### src/aes_pkg.sv
// Constants for the ACL entry staging bytes and byte-select block.
// Assumes a 40 MHz APB clock; register byte address is four times index.
package aes_pkg;
   // Clock and transfer timing
   localparam int CLK_PERIOD_NS = 25;
   localparam int XFER_TIME_NS = 100;
   localparam int XFER_CYCLES =
      (XFER_TIME_NS + CLK_PERIOD_NS - 1) / CLK_PERIOD_NS;
   localparam logic [2:0] XFER_CNT = 3'(XFER_CYCLES);

   // Register indices; byte address is index * 4
   localparam logic [11:0] IDX_MAC_BYTE_2 = 12'h604;
   localparam logic [11:0] IDX_MAC_BYTE_1 = 12'h605;
   localparam logic [11:0] IDX_MAC_BYTE_0_HI = 12'h606;
   localparam logic [11:0] IDX_MAC_BYTE_0_LO = 12'h607;
   localparam logic [11:0] IDX_ETHERTYPE_HI = 12'h608;
   localparam logic [11:0] IDX_ETHERTYPE_LO = 12'h609;
   localparam logic [11:0] IDX_PRIORITY_ACTION = 12'h60A;
   localparam logic [11:0] IDX_REMARK_MAP_MODE = 12'h60B;
   localparam logic [11:0] IDX_SPARE_BYTE = 12'h60C;
   localparam logic [11:0] IDX_FORWARD_PORTS = 12'h60D;
   localparam logic [11:0] IDX_RULESET_HI = 12'h60E;
   localparam logic [11:0] IDX_RULESET_LO = 12'h60F;
   localparam logic [11:0] IDX_BYTE_SELECT_HI = 12'h610;
   localparam logic [11:0] IDX_BYTE_SELECT_LO = 12'h611;
   localparam logic [11:0] IDX_ACCESS_CTRL = 12'h612;
   localparam logic [11:0] IDX_STAGE_BASE = 12'h600;

   // Staging byte range held here and table depth
   localparam int STG_FIRST = 4;
   localparam int STG_LAST = 15;
   localparam int TBL_DEPTH = 16;

   // Writable bits per staging byte
   localparam logic [7:0] MASK_FULL = 8'hFF;
   localparam logic [7:0] MASK_REMARK_MAP = 8'hE0;
   localparam logic [7:0] MASK_SPARE = 8'h00;
   localparam logic [7:0] MASK_FORWARD = 8'h07;
   localparam int BYTE_PRIORITY = 10;
   localparam int BYTE_REMARK = 11;
   localparam int BYTE_SPARE = 12;
   localparam int BYTE_FORWARD = 13;

   // Access control field positions and reset values
   localparam int CTRL_WSTAT_BIT = 6;
   localparam int CTRL_RSTAT_BIT = 5;
   localparam int CTRL_DIR_BIT = 4;
   localparam logic STAT_RESET = 1'b1;
   localparam logic [7:0] BYTE_RESET = 8'h00;
   localparam logic [31:0] RDATA_RESET = 32'h0000_0000;

   typedef enum logic {AES_IDLE, AES_BUSY} aes_state_e;
endpackage : aes_pkg

### src/aes_regs.sv
// APB register slave holding ACL staging bytes, byte selects and the
// per-port rule table. Assumes pclk-domain APB master and lookup user.
//
// Overview of operation
// - Low select write launches the table transfer
// - Twelve select bits (11:0) include or exclude bytes 4-F
// - High select bit 0 picks byte 7
// - Low select bit 0 picks byte F
// - Remark priority split over bytes A and B
// - Byte D holds forward bits ports 1-3
// - Write status clear during write, reset one
//
// Decided for this implementation: the APB interface to the registers.
`timescale 1ns/1ps
module aes_regs
   import aes_pkg::*;
(
   input wire logic pclk,
   input wire logic presetn,
   input wire logic ce,
   input wire logic psel,
   input wire logic penable,
   input wire logic pwrite,
   input wire logic [15:0] paddr,
   input wire logic [31:0] pwdata,
   input wire logic [3:0] lookup_idx,
   output logic [31:0] prdata,
   output logic pready,
   output logic pslverr,
   output logic [2:0] lookup_fwd,
   output logic [2:0] lookup_remark,
   output logic xfer_busy
);

   localparam int XFER_LAT = XFER_CYCLES;
   localparam int XFER_LAT_M1 = XFER_CYCLES - 1;

   logic [7:0] stg_reg [STG_FIRST:STG_LAST];
   logic [7:0] tbl_mem [0:TBL_DEPTH-1][STG_FIRST:STG_LAST];
   logic [7:0] sel_hi_reg;
   logic [7:0] sel_lo_reg;
   logic [3:0] idx_reg;
   logic dir_reg;
   logic wstat_reg;
   logic rstat_reg;
   aes_state_e st_reg;
   logic [2:0] cnt_reg;
   logic [15:0] op_en_reg;
   logic [3:0] op_idx_reg;
   logic op_dir_reg;
   logic acc;
   logic wr_acc;
   logic launch;
   logic done;
   logic [11:0] widx;

   function automatic logic [11:0] reg_index(input logic [15:0] a);
      reg_index = a[13:2];
   endfunction : reg_index

   function automatic logic is_mapped(input logic [15:0] a);
      logic [11:0] i;
      i = reg_index(a);
      is_mapped = (a[15:14] == 2'h0) && (a[1:0] == 2'h0) &&
                  (i >= IDX_MAC_BYTE_2) && (i <= IDX_ACCESS_CTRL);
   endfunction : is_mapped

   // Staging byte k is picked by combined select bit 15-k
   function automatic logic byte_sel(input logic [15:0] en, input int k);
      byte_sel = en[15 - k];
   endfunction : byte_sel

   function automatic logic [7:0] byte_mask(input int k);
      if (k == BYTE_REMARK) begin
         byte_mask = MASK_REMARK_MAP;
      end else if (k == BYTE_SPARE) begin
         byte_mask = MASK_SPARE;
      end else if (k == BYTE_FORWARD) begin
         byte_mask = MASK_FORWARD;
      end else begin
         byte_mask = MASK_FULL;
      end
   endfunction : byte_mask

   function automatic logic [31:0] rd_value(input logic [15:0] a);
      logic [11:0] i;
      logic [3:0] k;
      i = reg_index(a);
      k = i[3:0];
      rd_value = RDATA_RESET;
      if (!is_mapped(a)) begin
         rd_value = RDATA_RESET;
      end else if (i == IDX_BYTE_SELECT_HI) begin
         rd_value[7:0] = sel_hi_reg;
      end else if (i == IDX_BYTE_SELECT_LO) begin
         rd_value[7:0] = sel_lo_reg;
      end else if (i == IDX_ACCESS_CTRL) begin
         rd_value[CTRL_WSTAT_BIT] = wstat_reg;
         rd_value[CTRL_RSTAT_BIT] = rstat_reg;
         rd_value[CTRL_DIR_BIT] = dir_reg;
         rd_value[3:0] = idx_reg;
      end else begin
         rd_value[7:0] = stg_reg[k];
      end
   endfunction : rd_value

   assign acc = psel && penable && pready;
   assign wr_acc = acc && pwrite && is_mapped(paddr);
   assign widx = reg_index(paddr);
   // Launch while busy is dropped; the select value is still stored
   assign launch = wr_acc && (widx == IDX_BYTE_SELECT_LO) &&
                   (st_reg == AES_IDLE);
   assign done = (st_reg == AES_BUSY) && (cnt_reg == 3'h1);

   // APB answer: no wait state; every output is a flop loaded in the setup phase
   always_ff @(posedge pclk or negedge presetn) begin
      if (!presetn) begin
         pready <= 1'b0;
         pslverr <= 1'b0;
         prdata <= RDATA_RESET;
      end else if (ce) begin
         pready <= psel && !penable;
         if (psel && !penable) begin
            pslverr <= !is_mapped(paddr);
            prdata <= pwrite ? RDATA_RESET : rd_value(paddr);
         end
      end
   end

   // Byte selects and access control
   always_ff @(posedge pclk or negedge presetn) begin
      if (!presetn) begin
         sel_hi_reg <= BYTE_RESET;
         sel_lo_reg <= BYTE_RESET;
         idx_reg <= 4'h0;
         dir_reg <= 1'b0;
      end else if (ce && wr_acc) begin
         if (widx == IDX_BYTE_SELECT_HI) begin
            sel_hi_reg <= pwdata[7:0];
         end
         if (widx == IDX_BYTE_SELECT_LO) begin
            sel_lo_reg <= pwdata[7:0];
         end
         if (widx == IDX_ACCESS_CTRL) begin
            dir_reg <= pwdata[CTRL_DIR_BIT];
            idx_reg <= pwdata[3:0];
         end
      end
   end

   // Transfer sequencer
   always_ff @(posedge pclk or negedge presetn) begin
      if (!presetn) begin
         st_reg <= AES_IDLE;
         cnt_reg <= 3'h0;
         op_en_reg <= 16'h0000;
         op_idx_reg <= 4'h0;
         op_dir_reg <= 1'b0;
      end else if (ce) begin
         unique case (st_reg)
            AES_IDLE: begin
               if (launch) begin
                  st_reg <= AES_BUSY;
                  cnt_reg <= XFER_CNT;
                  op_en_reg <= {sel_hi_reg, pwdata[7:0]};
                  op_idx_reg <= idx_reg;
                  op_dir_reg <= dir_reg;
               end
            end
            AES_BUSY: begin
               cnt_reg <= cnt_reg - 3'h1;
               if (done) begin
                  st_reg <= AES_IDLE;
               end
            end
         endcase
      end
   end

   // Completion flags, set to one out of reset
   always_ff @(posedge pclk or negedge presetn) begin
      if (!presetn) begin
         wstat_reg <= STAT_RESET;
         rstat_reg <= STAT_RESET;
         xfer_busy <= 1'b0;
      end else if (ce) begin
         xfer_busy <= launch || (st_reg == AES_BUSY && !done);
         if (launch && dir_reg) begin
            wstat_reg <= 1'b0;
         end else if (done && op_dir_reg) begin
            wstat_reg <= 1'b1;
         end
         if (launch && !dir_reg) begin
            rstat_reg <= 1'b0;
         end else if (done && !op_dir_reg) begin
            rstat_reg <= 1'b1;
         end
      end
   end

   // Staging bytes; a finishing read wins over a same-cycle bus write
   always_ff @(posedge pclk or negedge presetn) begin
      if (!presetn) begin
         for (int k = STG_FIRST; k <= STG_LAST; k++) begin
            stg_reg[k] <= BYTE_RESET;
         end
      end else if (ce) begin
         for (int k = STG_FIRST; k <= STG_LAST; k++) begin
            if (done && !op_dir_reg && byte_sel(op_en_reg, k)) begin
               stg_reg[k] <= tbl_mem[op_idx_reg][k] & byte_mask(k);
            end else if (wr_acc && widx == IDX_STAGE_BASE + 12'(k)) begin
               // Remark bits land in A[1:0] and B[7]
               stg_reg[k] <= pwdata[7:0] & byte_mask(k);
            end
         end
      end
   end

   // Rule table, written only in selected byte lanes
   always_ff @(posedge pclk or negedge presetn) begin
      if (!presetn) begin
         for (int e = 0; e < TBL_DEPTH; e++) begin
            for (int k = STG_FIRST; k <= STG_LAST; k++) begin
               tbl_mem[e][k] <= BYTE_RESET;
            end
         end
      end else if (ce && done && op_dir_reg) begin
         for (int k = STG_FIRST; k <= STG_LAST; k++) begin
            if (byte_sel(op_en_reg, k)) begin
               tbl_mem[op_idx_reg][k] <= stg_reg[k];
            end
         end
      end
   end

   // Entry fields for the matching engine
   always_ff @(posedge pclk or negedge presetn) begin
      if (!presetn) begin
         lookup_fwd <= 3'h0;
         lookup_remark <= 3'h0;
      end else if (ce) begin
         lookup_fwd <= tbl_mem[lookup_idx][BYTE_FORWARD][2:0];
         lookup_remark <= {tbl_mem[lookup_idx][BYTE_PRIORITY][1:0],
                           tbl_mem[lookup_idx][BYTE_REMARK][7]};
      end
   end

   // Checks; all frozen with the rest while ce is low
   // Sampled copies for the table checks below
   logic [2:0] fwd_now;
   logic [7:0] rd_byte_a;
   assign fwd_now = tbl_mem[lookup_idx][BYTE_FORWARD][2:0];
   // Byte A has no masked bits, so a read returns it whole
   assign rd_byte_a = tbl_mem[op_idx_reg][BYTE_PRIORITY];

   AST_LAUNCH: assert property (
      @(posedge pclk) disable iff (!presetn || !ce)
      launch |=> st_reg == AES_BUSY && cnt_reg == XFER_CNT)
      else $error("launch did not start a transfer");

   AST_DONE_TIME: assert property (
      @(posedge pclk) disable iff (!presetn || !ce)
      launch |-> ##[XFER_LAT:XFER_LAT] (done ##1 st_reg == AES_IDLE))
      else $error("transfer length wrong");

   AST_WSTAT: assert property (
      @(posedge pclk) disable iff (!presetn || !ce)
      launch && dir_reg |=> !wstat_reg
      ##[XFER_LAT_M1:XFER_LAT_M1] !wstat_reg ##1 wstat_reg)
      else $error("write status sequence wrong");

   AST_HI_MAP: assert property (
      @(posedge pclk) disable iff (!presetn || !ce)
      done && op_dir_reg && op_en_reg[8]
      |=> tbl_mem[op_idx_reg][7] == $past(stg_reg[7]))
      else $error("high select bit 0 did not write byte 7");

   AST_LO_MAP: assert property (
      @(posedge pclk) disable iff (!presetn || !ce)
      done && op_dir_reg && op_en_reg[0]
      |=> tbl_mem[op_idx_reg][15] == $past(stg_reg[15]))
      else $error("low select bit 0 did not write byte F");

   // Byte F left out of the select, so entry byte F must hold
   AST_KEEP: assert property (
      @(posedge pclk) disable iff (!presetn || !ce)
      done && op_dir_reg && !op_en_reg[0]
      |=> $stable(tbl_mem[op_idx_reg][15]))
      else $error("unselected entry byte changed");

   // Byte A sits behind low select bit 5
   AST_READ_SEL: assert property (
      @(posedge pclk) disable iff (!presetn || !ce)
      done && !op_dir_reg && op_en_reg[5]
      |=> stg_reg[BYTE_PRIORITY] == $past(rd_byte_a))
      else $error("selected byte not read back");

   AST_READ_KEEP: assert property (
      @(posedge pclk) disable iff (!presetn || !ce)
      done && !op_dir_reg && !op_en_reg[2] && !wr_acc
      |=> $stable(stg_reg[13]))
      else $error("unselected staging byte changed on read");

   // Output lags one edge, so it must match the entry seen then
   AST_FWD: assert property (
      @(posedge pclk) disable iff (!presetn || !ce)
      st_reg == AES_IDLE |=> lookup_fwd == $past(fwd_now))
      else $error("forward map output wrong");

endmodule : aes_regs

### config.mk
export PLATFORM = sky130hd
export DESIGN_NAME = aes_regs
export DESIGN_NICKNAME = d
export VERILOG_FILES = /design/src/aes_pkg.sv /design/src/aes_regs.sv
export SDC_FILE = /design/constraint.sdc
export NUM_CORES = 2
export LEC_CHECK = 0
export CAP_MARGIN = 10
export CORE_MARGIN = 2
export CORE_UTILIZATION = 55
export DETAILED_ROUTE_END_ITERATION = 16
export DONT_BUFFER_PORTS = 1
export PLACE_DENSITY = 0.72
export SYNTH_ARGS = -nofsm -noshare
export SYNTH_HDL_FRONTEND = slang
export SYNTH_SLANG_ARGS = --single-unit
### constraint.sdc
create_clock -name pclk -period 2.2 [get_ports pclk]
set_input_delay 0.33 -clock pclk [delete_from_list [all_inputs] [get_ports pclk]]
set_output_delay 0.33 -clock pclk [all_outputs]
set_load 0.1 [all_outputs]
==> metrics.yaml <==
io_pins: 99
core_area_um2: 116000
path_common_cell: "buf_12"
r2r_start: "op_idx_reg[0]$_DFFE_PN0P_"
viasPerCell: 6.32
fin_ws_ps: -78.7
ys.flop_type: "dfrtp_1"
cp_max_fo: 5
drive_gt1_share_pct: 56.6
clock_latency_ps: 760
power.density_nw_per_um2: 677
num_vias: 39200
layout_common_cells: "dfrtp_1 (1,377), mux2_2 (1,324), mux4_2 (346), buf_4 (330), nand2_1 (189)"
multi_input_area_um2: 29100
synth_edf_count: 0
drv_cap: 0
grt_pass1_vias: 40400
cts_buffers: 148
netlist_area_um2: 64500
regToRegSetupSlack_ps: -80
portBuffers: 0
skew_ps: 26.1
use_met2_pct: 43.3
dpl_cell_area_um2: 70100
synth.yosys.warnings: 0
drc: 0
synthArstFlopShare_pct: 100
cts_tree: "done"
final_common_cell: "dfrtp_1"
power.leakage_nw: 36.6
startpoint_type: "register"
core.rowCount: 125
hold_path.class: "in -> async"
grt_pass1_wl_um: 259000
r2r_end: "stg_reg[8]$_DFFE_PN0P_"
cp.required_ps: 2850
clockBufferDepth: 3
critPathSlowestCell: "dfrtp_4"
place.gp.congestion: 0.934
num-nets-final: 4616
power.total_mw: 52.2
period_share_pct: 104
htree_levels: 4
grt_max_degree: 1386
path_class: "reg -> reg"
dpl.hpwl_um: 108000
netlist_instances: 4222
ir_worst_vdd_mv: 0.778
final_cells: 6209
ys_types: 64
rsz0062_at_grt: "yes"
slowest_delay_ps: 490
firstDrtPassIters: 7
path_buf_inv: 6
min_period_ps: 2280
arrival_ps: 2930
wl_per_cell_um: 27.5
syn2layout_area_growth_pct: 19.5
grt.busiest_layer: "met2"
dieArea_um2: 120000
path_delay_family: "buffers and inverters"
placedCellCount: 5874
grt_use_total_pct: 28.6
antenna_found_initial: 8
clock-sinks: 1385
dp_slack_ps: -280
cts-root-buf: "clkbuf_16"
reg2regPathDepth: 10
avgSynthCellArea_um2: 15.3
postRouteAntennaNets: 0
worstPathCellList: "buf_12 -> buf_12 -> buf_16 -> buf_12 -> buf_12 -> mux4_2 -> mux2i_2 -> buf_4 -> a22oi_2 -> o221a_2"
finalInstanceArea_um2: 77100
fmax_ghz: 0.439
worst_pin_slew_ps: 1050
met3_usage_pct: 6.38
postCtsHoldBufs: 18
fp.dieH_um: 347
clk_pin_slew_worst_paths_ps: 60
holdWs_ps: -739
hold_violations: 452
largest_reg_flops: 1248
regArea_um2: 34700
status: "complete, but fails checks"
setup_viol: 82
yosysSeqAreaShare_pct: 53.7
ys_ff_latch: 1385
initial_core_util_pct: 55.5
cp-end-kind: "register"
met1_usage_pct: 40.7
overflow: 0
final_max_slew_viol_count: 0
violations: "negative hold slack, negative setup slack"
relSlewSlack_pct: 29.9
drt_iter0_drc: 3658
fillers: 7942
die_x_um: 347
wirelength_um: 171000
[final cells by class]
cell class | instances | area share, %
Inverter | 18 | 0.0876
Tap cell | 1524 | 2.47
Clock inverter | 57 | 1.03
Sequential cell | 1385 | 45.0
Clock buffer | 215 | 5.55
Antenna cell | 7 | 0.0227
Timing Repair Buffer | 532 | 8.06
Multi-Input combinational cell | 2471 | 37.8
[synth_stat cells, drive strengths merged, types with 3 or more instances]
library cell	n	area share [%]
mux4	346	12
or3	3	0.029
and2	14	0.14
nor4	7	0.15
a21oi	21	0.16
mux2i	125	1.9
nand2b	19	0.18
nand3	27	0.22
a2111oi	8	0.11
nor2	30	0.18
a22oi	60	0.70
o31ai	5	0.058
o41ai	8	0.34
clkbuf	170	0.99
nor3	10	0.095
a31oi	6	0.058
buf	201	1.5
nand2	214	1.3
a32o	3	0.047
inv	18	0.10
and3	12	0.12
mux2	1324	23
a221oi	9	0.12
o221a	72	1.3
nand4	6	0.068
o22ai	13	0.13
a211oi	28	0.33
and4	4	0.054
dfrtp	1383	54
nor2b	30	0.29
o21ai	21	0.16
[worst register-to-register path, cell delays in order, from the launching register on]
cell and delay, ps:
dfrtp_4 490, buf_12 150, buf_12 140, buf_16 140, buf_12 130, buf_12 120, mux4_2 450, mux2i_2 190
buf_4 170, a22oi_2 70, o221a_2 140
[layer usage]
metal / vias to the layer above / wire length [µm] / part of all wire (%)
met2: 1322 / 78800 / 46
met4: 8 / 6340 / 3.7
li1: 16600 / - / -
met1: 21000 / 72600 / 43
met5: - / 49 / 0.029
met3: 358 / 12700 / 7.4
[per-stage QoR]
step | TNS, ps | utilization (%)
final | -2620 | 66.3
after global routing | -7630 | 66.3
after detailed placement | -82890 | 60.4
after global placement | -70530 | 60.4
after floorplan | -60000 | -
after CTS | -427 | 65.6
[power breakdown]
| part | internal, mW | leakage (nW) | switching [mW] |
|---|---|---|---|
| sequential | 25.5 | 19.3 | 0.00287 |
| combinational | 0.161 | 14.8 | 0.878 |
| clock | 15.2 | 2.49 | 10.5 |
| total | 40.8 | 36.6 | 11.4 |
[kinds of logic (layout without fill, tap and decap cells)]
family | count (synthesis) | in the layout | share of synthesized area (%)
buffers and inverters | 389 | 822 | 2.58
AO/OA/AOI/OAI | 266 | 266 | 3.64
other | 1 | 31 | 0.00581
AND/OR/NAND/NOR | 384 | 384 | 2.89
flip-flops | 1385 | 1385 | 53.7
multiplexers | 1795 | 1795 | 37.1
adder cells (fa/ha/maj) | 2 | 2 | 0.0388
[how the worst max path moves through the flow]
stage	slack, ps	endpoint	from	depth (start not counted)
2_1_floorplan	-90	tbl_mem[1320]$_DFFE_PN0P_	st_reg$_DFFE_PN0P_	8
4_1_cts	-50	stg_reg[55]$_DFFE_PN0P_	op_idx_reg[0]$_DFFE_PN0P_	7
6_report	-80	stg_reg[8]$_DFFE_PN0P_	op_idx_reg[0]$_DFFE_PN0P_	10
3_3_place_gp	-290	stg_reg[93]$_DFFE_PN0P_	op_idx_reg[0]$_DFFE_PN0P_	6
5_1_grt	-130	stg_reg[15]$_DFFE_PN0P_	op_idx_reg[0]$_DFFE_PN0P_	10
3_5_place_dp	-280	tbl_mem[440]$_DFFE_PN0P_	cnt_reg[1]$_DFFE_PN0P_	8
[timing repair]
action,4_1_cts,5_1_grt
cloned,4,5
buffers inserted,18,9
setup endpoints to repair,669,933
endpoints found under the hold margin,1449,452
pin swaps,9,17
gates resized for setup,115,125
Power figures use the tool's default switching activity.
